`config.mk`:
```
export PLATFORM = sky130hd
export DESIGN_NAME = display_driver_reset_sequencer
export DESIGN_NICKNAME = d
export VERILOG_FILES = /design/src/reset_pulse_filter.v /design/src/display_driver_reset_sequencer.v
export VERILOG_INCLUDE_DIRS = /design/src /design/src/common
export SDC_FILE = /design/constraint.sdc
export NUM_CORES = 1
export LEC_CHECK = 0
export ABC_AREA = 1
export ABC_CLOCK_PERIOD_IN_PS = 3900
export BUFFER_PORTS_ARGS = -buffer_cell sky130_fd_sc_hd__buf_2
export CORE_AREA = 5 5 133 135
export CTS_CLUSTER_DIAMETER = 50
export DETAILED_ROUTE_END_ITERATION = 8
export DIE_AREA = 0 0 138 140
export PLACE_DENSITY = 0.47
export RECOVER_POWER = 25
export SYNTH_ARGS = -nofsm -noshare
export SYNTH_HDL_FRONTEND = slang
export SYNTH_SLANG_ARGS = --single-unit
```
`constraint.sdc`:
```
create_clock -name mclk_in -period 3.9 [get_ports mclk_in]
set_clock_uncertainty 0.15 [all_clocks]
set_input_delay 0.195 -clock mclk_in [delete_from_list [all_inputs] [get_ports mclk_in]]
set_output_delay 0.195 -clock mclk_in [all_outputs]
set_load 0.1 [all_outputs]
```
`src/common/rst_seq_consts.vh`:
```
`ifndef RST_SEQ_CONSTS_VH
`define RST_SEQ_CONSTS_VH
// ==========================================
// Clock
`define CLK_PERIOD_NS 25
// ==========================================
// Times in their own units
`define SPIKE_REJECT_US 5
`define RESET_VALID_US 15
`define BLANK_MAX_MS 120
`define RELOAD_MAX_MS 10
// ==========================================
// Cycle counts derived from the times
`define SPIKE_REJECT_CYC ((`SPIKE_REJECT_US * 1000 + `CLK_PERIOD_NS - 1) / `CLK_PERIOD_NS)
`define RESET_VALID_CYC ((`RESET_VALID_US * 1000 + `CLK_PERIOD_NS - 1) / `CLK_PERIOD_NS)
`define BLANK_MAX_CYC ((`BLANK_MAX_MS * 1000000) / `CLK_PERIOD_NS)
`define RELOAD_MAX_CYC ((`RELOAD_MAX_MS * 1000000) / `CLK_PERIOD_NS)
// ==========================================
// Strap encoding
`define STRAP_TWO_SUPPLY 1'b1
`endif

```
`src/reset_pulse_filter.v`:
```
`timescale 1ns/1ps
`include "rst_seq_consts.vh"
// ==========================================
// Qualifies the low pulse on the reset pin
module reset_pulse_filter #(
  parameter integer VALID_CYC = `RESET_VALID_CYC,
  parameter integer CNT_W = 10
) (
  input wire mclk_in,
  input wire reset_in,
  input wire clk_en_in,
  input wire hw_reset_n_in,
  output reg pin_low_out,
  output reg reset_valid_out,
  output reg release_out
);
  reg [2:0] sync_r;
  reg [CNT_W-1:0] low_cnt_r;
  reg armed_r;
  wire agreed_low = ~sync_r[1] & ~sync_r[2];
  wire agreed_high = sync_r[1] & sync_r[2];

  always @(posedge mclk_in) begin
    if (reset_in) begin
      sync_r <= 3'h7;
      low_cnt_r <= {CNT_W{1'b0}};
      armed_r <= 1'b0;
      pin_low_out <= 1'b0;
      reset_valid_out <= 1'b0;
      release_out <= 1'b0;
    end else if (clk_en_in) begin
      sync_r <= {sync_r[1:0], hw_reset_n_in};
      release_out <= 1'b0;
      reset_valid_out <= 1'b0;
      if (agreed_low) begin
        pin_low_out <= 1'b1;
        if (low_cnt_r == VALID_CYC[CNT_W-1:0] - 1'b1) begin
          armed_r <= 1'b1;
          reset_valid_out <= 1'b1;
        end
        if (low_cnt_r != VALID_CYC[CNT_W-1:0])
          low_cnt_r <= low_cnt_r + 1'b1;
      end else if (agreed_high) begin
        pin_low_out <= 1'b0;
        low_cnt_r <= {CNT_W{1'b0}};
        if (armed_r)
          release_out <= 1'b1;
        armed_r <= 1'b0;
      end
    end
  end
endmodule

```
`src/display_driver_reset_sequencer.v`:
```
`timescale 1ns/1ps
`include "rst_seq_consts.vh"
// How it works
// - A reset low pulse shorter than 5 us is a spike and starts no reset.
// - A low pulse of 601 clocks (15 us plus one clock) or more resets the device; the host must hold it that long.
// - Reset taken while awake runs a blanking span ending 120 ms plus five clocks after the rise; blank_out stays high until a wake command.
// - Reset taken while asleep keeps the panel blanked and restores defaults at once.
// - Every qualified pin reset reloads the nonvolatile store, finishing 10 ms plus five clocks after the rise; reset_in loads none.
// - Strap high selects two-supply mode with external power IC; low is reserved.
module display_driver_reset_sequencer #(
  parameter integer RELOAD_CYC = `RELOAD_MAX_CYC,
  parameter integer BLANK_CYC = `BLANK_MAX_CYC,
  parameter integer LOAD_WORDS = 4,
  parameter integer WORD_W = 8
) (
  input wire mclk_in,
  input wire reset_in,
  input wire clk_en_in,
  input wire hw_reset_n_in,
  input wire power_mode_strap_in,
  input wire cmd_valid_in,
  input wire [WORD_W-1:0] cmd_data_in,
  input wire wake_from_sleep_cmd_in,
  input wire sleep_in_cmd_in,
  input wire [WORD_W-1:0] store_data_in,
  output reg [1:0] store_addr_out,
  output reg [LOAD_WORDS*WORD_W-1:0] config_regs_out,
  output wire cmd_ready_out,
  output reg blank_out,
  output reg awake_out,
  output reg ready_out,
  output reg two_supply_mode_out,
  output reg strap_fault_out
);
  localparam [2:0] ST_IDLE = 3'h0;
  localparam [2:0] ST_HOLD = 3'h1;
  localparam [2:0] ST_RELOAD = 3'h2;
  localparam [2:0] ST_WAIT = 3'h3;
  localparam [2:0] ST_BLANK = 3'h4;
  localparam CNT_W = 23;

  wire reset_valid;
  wire release_pulse;
  wire load_we;
  wire cmd_take;
  wire cmd_write;
  wire [LOAD_WORDS*WORD_W-1:0] cfg_nxt;
  reg [2:0] state_r;
  reg [CNT_W-1:0] cnt_r;
  reg blank_run_r;
  reg [1:0] word_r;
  reg [2:0] strap_sync_r;
  reg [1:0] strap_fill_r;
  reg strap_taken_r;

  // ==========================================
  // Pin qualification
  reset_pulse_filter #(
    .VALID_CYC(`RESET_VALID_CYC),
    .CNT_W(10)
  ) u_filter (
    .mclk_in(mclk_in),
    .reset_in(reset_in),
    .clk_en_in(clk_en_in),
    .hw_reset_n_in(hw_reset_n_in),
    .pin_low_out(),
    .reset_valid_out(reset_valid),
    .release_out(release_pulse)
  );

  assign cmd_ready_out = ready_out;

  // ==========================================
  // Command acceptance
  // Taken only in idle and blanking, so a reload in progress is never
  // overwritten; a qualified reset in the same cycle wins over the command.
  assign cmd_take = ready_out && cmd_valid_in && !reset_valid &&
    ((state_r == ST_IDLE) || (state_r == ST_BLANK));
  assign cmd_write = cmd_take && !wake_from_sleep_cmd_in && !sleep_in_cmd_in;
  assign load_we = (state_r == ST_RELOAD);

  // ==========================================
  // Per-word next value of the internal registers
  // Reload and host writes share one rotating index; they never overlap
  // because commands are refused while the reload runs.
  genvar g;
  generate
    for (g = 0; g < LOAD_WORDS; g = g + 1) begin : g_word
      // Store word lands at its index
      assign cfg_nxt[g*WORD_W +: WORD_W] =
        reset_valid ? {WORD_W{1'b0}} :
        (load_we && (word_r == g)) ? store_data_in :
        (cmd_write && (word_r == g)) ? cmd_data_in :
        config_regs_out[g*WORD_W +: WORD_W];
    end
  endgenerate

  // ==========================================
  // Sequencer
  always @(posedge mclk_in) begin
    if (reset_in) begin
      state_r <= ST_IDLE;
      cnt_r <= {CNT_W{1'b0}};
      blank_run_r <= 1'b0;
      word_r <= 2'h0;
      store_addr_out <= 2'h0;
      config_regs_out <= {LOAD_WORDS*WORD_W{1'b0}};
      blank_out <= 1'b1;
      awake_out <= 1'b0;
      ready_out <= 1'b0;
    end else if (clk_en_in) begin
      config_regs_out <= cfg_nxt;
      // Sleep state follows the host commands
      if (cmd_take) begin
        if (wake_from_sleep_cmd_in) begin
          awake_out <= 1'b1;
          blank_out <= 1'b0;
        end else if (sleep_in_cmd_in) begin
          awake_out <= 1'b0;
          blank_out <= 1'b1;
        end else begin
          word_r <= word_r + 1'b1;
        end
      end
      case (state_r)
        ST_IDLE: begin
          cnt_r <= {CNT_W{1'b0}};
        end
        ST_HOLD: begin
          cnt_r <= {CNT_W{1'b0}};
          word_r <= 2'h0;
          store_addr_out <= 2'h0;
          if (release_pulse)
            state_r <= ST_RELOAD;
        end
        ST_RELOAD: begin
          word_r <= word_r + 1'b1;
          store_addr_out <= store_addr_out + 1'b1;
          cnt_r <= cnt_r + 1'b1;
          if (word_r == LOAD_WORDS[1:0] - 1'b1) begin
            word_r <= 2'h0;
            state_r <= ST_WAIT;
          end
        end
        ST_WAIT: begin
          // Ready at the 10 ms mark
          cnt_r <= cnt_r + 1'b1;
          if (cnt_r >= RELOAD_CYC[CNT_W-1:0] - 1'b1) begin
            ready_out <= 1'b1;
            state_r <= blank_run_r ? ST_BLANK : ST_IDLE;
          end
        end
        ST_BLANK: begin
          cnt_r <= cnt_r + 1'b1;
          if (cnt_r >= BLANK_CYC[CNT_W-1:0] - 1'b1) begin
            blank_run_r <= 1'b0;
            state_r <= ST_IDLE;
          end
        end
        default: state_r <= ST_IDLE;
      endcase
      // A qualified pulse restarts the sequence from any state; shorter
      // dips never get here, so a spike cannot abort a reload or blanking.
      if (reset_valid) begin
        blank_run_r <= awake_out;
        blank_out <= 1'b1;
        awake_out <= 1'b0;
        ready_out <= 1'b0;
        state_r <= ST_HOLD;
      end
    end
  end

  // ==========================================
  // Strap, caught after reset release
  always @(posedge mclk_in) begin
    if (reset_in) begin
      strap_sync_r <= 3'h0;
      strap_fill_r <= 2'h0;
      strap_taken_r <= 1'b0;
      two_supply_mode_out <= 1'b0;
      strap_fault_out <= 1'b0;
    end else if (clk_en_in) begin
      strap_sync_r <= {strap_sync_r[1:0], power_mode_strap_in};
      // Reset contents of the chain are not pin samples; wait until it fills
      if (strap_fill_r != 2'h3)
        strap_fill_r <= strap_fill_r + 1'b1;
      if (!strap_taken_r && (strap_fill_r == 2'h3) &&
          (strap_sync_r[1] == strap_sync_r[2])) begin
        strap_taken_r <= 1'b1;
        two_supply_mode_out <= (strap_sync_r[2] == `STRAP_TWO_SUPPLY);
        strap_fault_out <= (strap_sync_r[2] != `STRAP_TWO_SUPPLY);
      end
    end
  end
endmodule

```
## Yosys cells after proc, flatten, opt, wreduce, memory -nomap -nowiden

Index checks and enable logic that the tools add are counted.

- Input bits: 24
- Output and inout port bits: 40
- Word-level logic and storage cells: 159
- Register bits: 90

- Reductions and logical operators: 53
- Bitwise logic cells: 5
- Order comparisons: 2
- Equality and inequality tests: 21
- Add/subtract/negate cells: 5
- Muxes and demuxes: 51

Operator list:

| cell | count |
|---|---|
| 2-to-1 mux 8 bit | 12 |
| case mux 23 bit (2 select lines) | 1 |
| 2-to-1 mux 10 bit | 3 |
| adder 23 x 1 -> 23 bit (second input constant) | 1 |
| >= comparator 23 x 19 -> 1 bit (second input constant) | 1 |
| >= comparator 23 bit (second input constant) | 1 |
| 2-to-1 mux 1 bit | 22 |
| 2-to-1 mux 3 bit | 6 |
| nonzero test 3 bit | 6 |
| AND reduction 2 bit | 8 |
| nonzero test 2 bit | 8 |
| logical AND 1 bit | 15 |
| inequality test 3 x 1 -> 1 bit (second input constant) | 5 |
| case mux 3 bit (5 select lines) | 1 |
| AND reduction 3 bit | 5 |
| adder 10 x 1 -> 10 bit (second input constant) | 1 |
| equality test 10 bit (second input constant) | 1 |
| inequality test 10 bit (second input constant) | 1 |
| 2-to-1 mux 2 bit | 4 |
| case mux 2 bit (2 select lines) | 2 |
| adder 2 x 1 -> 2 bit (second input constant) | 3 |
| equality test 2 bit (second input constant) | 3 |
| equality test 3 x 2 -> 1 bit (second input constant) | 2 |
| inequality test 2 bit (second input constant) | 3 |
| other kinds (16) | 22 |

## Logic depth before layout (Yosys ltp)

- Depth after elaboration: 9
- Mapped depth: 14
- Depth with buffers taken out: 14

## Cells and area by module

Synthesis repeated with hierarchy kept, for this count alone.

- Cell total of the unflattened synthesis: 724
- Area, all modules: 4855.9 µm²

By module, submodules not included:

| module | times used | cells each | area each (µm²) |
|---|---|---|---|
| display_driver_reset_sequencer | 1 | 581 | 3918.8 |
| reset_pulse_filter | 1 | 143 | 937.1 |

## Worst setup path after synthesis

OpenSTA, ideal clock, no wires.

- Path type: register to register
- Start: reg ready_out, in the netlist cmd_ready_out
- End: reg config_regs_out[2]
- Setup time: 0.117 ns
- Cell stages (with the launch flop): 9
- Path buffers: 1
- Setup slack: 1.749 ns
- Required time: 3.633 ns
- Arrival: 1.884 ns
- Path through: dfxtp_1 and3_4 nand2_4 nand2_4 inv_8 nor2_8 buf_8 o21ai_1 o211a_1

- Longest elaborated chain between the ends: 8

RTL lines:

| item | line | text |
|---|---|---|
| start: declaration | display_driver_reset_sequencer.v:31 | `output reg ready_out,` |
| start signal: assignment | display_driver_reset_sequencer.v:110 | `ready_out <= 1'b0;` |
| start signal: assignment | display_driver_reset_sequencer.v:149 | `ready_out <= 1'b1;` |
| start signal: assignment | display_driver_reset_sequencer.v:168 | `ready_out <= 1'b0;` |
| logical AND 1 bit (3 in series) | display_driver_reset_sequencer.v:77 | `assign cmd_take = ready_out && cmd_valid_in && !reset_valid &&` |
| logical AND 1 bit (2 in series) | display_driver_reset_sequencer.v:79 | `assign cmd_write = cmd_take && !wake_from_sleep_cmd_in && !sleep_in_cmd_in;` |
| logical AND 1 bit | display_driver_reset_sequencer.v:93 | `(cmd_write && (word_r == g)) ? cmd_data_in :` |
| nonzero test 3 bit (no source line) | - |  |
| AND reduction 2 bit (no source line) | - |  |
| end signal: assignment | display_driver_reset_sequencer.v:107 | `config_regs_out <= {LOAD_WORDS*WORD_W{1'b0}};` |
| end signal: assignment | display_driver_reset_sequencer.v:112 | `config_regs_out <= cfg_nxt;` |
| end: declaration | display_driver_reset_sequencer.v:27 | `output reg [LOAD_WORDS*WORD_W-1:0] config_regs_out,` |

Every way passes these cells.
A chain may end at the register's enable or synchronous reset.

==> results.md <==
* Register-to-Register Path Depth at 8
* Syn avg cell area at 7.30 µm²
* Mux cell area share after synthesis at 0%
* Min Tclk post-route at 2.74 ns
* IO Port Bufs at 63
* Req. time, crit path at 4.03 ns
* Starting Density at 29.2%
* Setup TNS at 0 ns
* Worst-path cell chain: clkbuf_1, inv_1, clkbuf_1, o21ai_0, a21oi_1
* Leakage at 2.54 nW
* Syn Nets at 686
* Tcrit/Tclk final at 70.2%
* CORE AREA at 16300 µm²
* Switch share at 27.6%
* P per Cell Area at 375 nW/µm²
* Pint at 1.50 mW
* Fraction of layout cells with a size suffix above 1 at 12.0%
* RSZ-0062 raised after global routing: false
* Synth area leaders: dfxtp_1, o21ai_0, nor2_1
* Largest fanout on the critical path at 41
* Max-cap viol count at 1
* Psw at 571 µW
* Largest family of logic cells by synthesized area: simple AND/OR/NAND/NOR gates
* Area share of the largest cell type after synthesis at 37.8%
* Worst min-delay path startpoint: wake_from_sleep_cmd_in
* Via count at 4444
* Critical path class: input port to flop
* Longest Clk Path Bufs at 2
* Compound-Gate Fraction of Synth Area at 24.3%
* Slew HR at -25.7%
* Clock-pin slew on the worst setup and hold paths at 0.07 ns
* Final HPWL DP at 9540 µm
* Worst reg2reg path endpoint: config_regs_out[12]$_SDFFE_PP0P_
* Die Area at 19300 µm²
* Area Overhead vs Synth at 15.9%
* Final-report setup violation count at 0
* Die Wd at 138 µm
* Post-Synth Adder-Cell Area at 2.10%
* Synth Area in Simple Gates at 26.1%
* Filler instances at 1829
* Top cell by count, worst path: clkbuf_1
* # DRC at 0
* Final Hold Vio Count at 0
* CTS tree: done
* Synth Cell Area at 4770 µm²
* Slowest stage delay, CP at 1.39 ns
* CP Launch Point: reset_in
* Number of nets in the layout at 742
* Maximum vdd drop at 0.253 mV
* Ys Warns at 0
* Post_cts resized at 0
* Initial DRC count at 279
* Hold Path Stages at 3
* Drt via density at 4.75
* Post-synth top area cell: dfxtp_1
* Power share of the combinational group at 11.0%
* GPL Wtd Cong at 0.843
* Hold endpoint: awake_out$_SDFFE_PP0P_
* Top_reg_cell synth: dfxtp_1
* Sequential area share after synthesis at 37.8%
* Number of global-route vias before repair at 4310
* Flop pwr share at 45.9%
* Worst setup margin at 1.16 ns
* I/O pin cnt at 64
* Cell variety after synth at 38
* Global-route wire length before repair at 21500 µm
* Critical Path Source Type: input port
* Critical path's slowest cell: clkbuf_1
* CP Capture Type: flop
* Worst R2R Start: u_filter.reset_valid_out$_SDFFE_PP0P_
* Pin count of the biggest net entering global routing at 42
* Row count at 47
* Post-synth EDFFs at 0
* 1st-pass router iterations at 5
* Status: finished, violations left
* Final hold slack at 0.0584 ns
* DIE HEIGHT at 140 µm
* Pins Over Slew Limit at 42
* Clk pwr share at 43.0%
* CTS Root Cell: clkbuf_16
* Total wire length at 12900 µm
* Final ANT Viol Nets at 0
* XOR/XNOR Fraction of Synth Area at 1.10%
* CTS sink count at 90
* Grt ovf at 0
* Pre-CTS setup slack at 1.44 ns
* Yosys reg bits at 90
* TritonCTS buffer count at 9
* HP Class: input port to flop
* Drt wl/cell at 13.8 µm
* Worst-Skew Late Latency at 0.35 ns
* GRT Total Usage at 13.5%
* Total power at 2.07 mW
* Syn Inst Count at 654
* Max Fclk at 365 MHz
* # diodes at 0
* H-tree depth at 3
* Initial antenna violation count at 0
* Worst path arrival time at 2.87 ns
* Slew @ Worst Pin at 1.89 ns
* Failing checks: capacitance limit, slew limit
* Worst reg2reg setup slack at 1.38 ns
* FFs w/ async S/R, synth at 0%
layout by cell type (no fill, tap or decap), types with 14 or more instances in the layout:
| cell type | n |
|---|---|
| nand2_1 | 95 |
| nor2_1 | 100 |
| dfxtp_1 | 90 |
| a21oi_1 | 44 |
| inv_1 | 69 |
| clkbuf_1 | 24 |
| o21ai_0 | 89 |
| buf_2 | 41 |
| nor3_1 | 14 |
| nand3_1 | 33 |
| o211a_1 | 33 |
power groups by stage:
| stage | combinational [mW] | clock, mW | sequential [mW] |
|---|---|---|---|
| 6_report | 0.228 | 0.892 | 0.952 |
| 5_1_grt | 0.254 | 0.970 | 0.954 |
| 4_1_cts | 0.230 | 0.936 | 0.951 |
| 3_5_place_dp | 0.228 | 0 | 0.973 |
| 3_3_place_gp | 0.227 | 0 | 0.972 |
| 2_1_floorplan | 0.128 | 0 | 1.01 |
worst max-delay path, delay by kind of cell:
family                 cells  cell delay, ns
AO/OA/AOI/OAI              2            0.46
buffers and inverters      3            2.19
kinds of logic after synthesis:
| logic type | after synthesis |
|---|---|
| AND/OR/NAND/NOR | 271 |
| AO/OA/AOI/OAI | 185 |
| buffers and inverters | 94 |
| flip-flops | 90 |
| adder cells (fa/ha/maj) | 8 |
| XOR/XNOR | 6 |
stage by stage:
stage / area (µm²) / utilization, % / instances
2_1_floorplan: 4770 / - / 654
3_3_place_gp: 5240 / 32.0 / 917
3_5_place_dp: 5240 / 32.0 / 917
4_1_cts: 5560 / 34.0 / 935
5_1_grt: 5530 / 33.8 / 935
6_report: 5530 / 33.8 / 935
repair_timing:
action,in CTS,in global routing
buffers inserted,0,0
hold buffers,2,0
hold endpoints to repair,2,0
per-layer routing:
metal | vias to the layer above | track usage, % | share of wire [%] | wire length (µm)
met5 | - | 0 | 0 | 0
met4 | 0 | 4.42 | 2.0 | 255
met3 | 19 | 3.17 | 3.2 | 412
met2 | 73 | 23.3 | 49 | 6350
met1 | 2043 | 16.7 | 45 | 5840
li1 | 2309 | - | - | -
cell usage after synthesis, drive strengths merged, types with 2 or more instances:
| master | instances |
|---|---|
| nor2 | 110 |
| a21oi | 46 |
| clkbuf | 11 |
| inv | 72 |
| nand2 | 101 |
| o211a | 33 |
| buf | 10 |
| dfxtp | 90 |
| and2 | 2 |
| a211oi | 4 |
| xor2 | 6 |
| o21ai | 99 |
| nand3 | 33 |
| nor3 | 15 |
| ha | 8 |
| nand4 | 9 |
worst max-delay path by stage:
stage / slack (ns) / endpoint
after global routing: 0.77 / cnt_r[0]$_SDFFE_PP0P_
after CTS: 1.41 / config_regs_out[12]$_SDFFE_PP0P_
after global placement: 1.59 / config_regs_out[25]$_SDFFE_PP0P_
final: 1.16 / blank_run_r$_SDFFE_PP0P_
after floorplan: 1.75 / config_regs_out[2]$_SDFFE_PP0P_
after detailed placement: 1.44 / config_regs_out[12]$_SDFFE_PP0P_
cell type report:
type / count / area [µm²] / share of cell area, %
multi-input combinational: 470 / 2550 / 46.2
sequential: 90 / 1800 / 32.6
timing repair buffer: 66 / 312 / 5.63
inverter: 73 / 284 / 5.14
tap: 220 / 275 / 4.98
clock buffer: 10 / 229 / 4.14
clock inverter: 6 / 73.8 / 1.34
flip-flops by register name (all words and copies together), names as in the netlist:
name	cells
strap_fault_out	1
store_addr_out	2
u_filter.low_cnt_r	10
strap_sync_r	3
awake_out	1
cmd_ready_out	1
word_r	2
config_regs_out	32
cnt_r	23
strap_fill_r	2
u_filter.reset_valid_out	1
state_r	3
blank_run_r	1
two_supply_mode_out	1
u_filter.sync_r	3
u_filter.release_out	1
u_filter.armed_r	1
blank_out	1
strap_taken_r	1
Power figures use the tool's default switching activity.
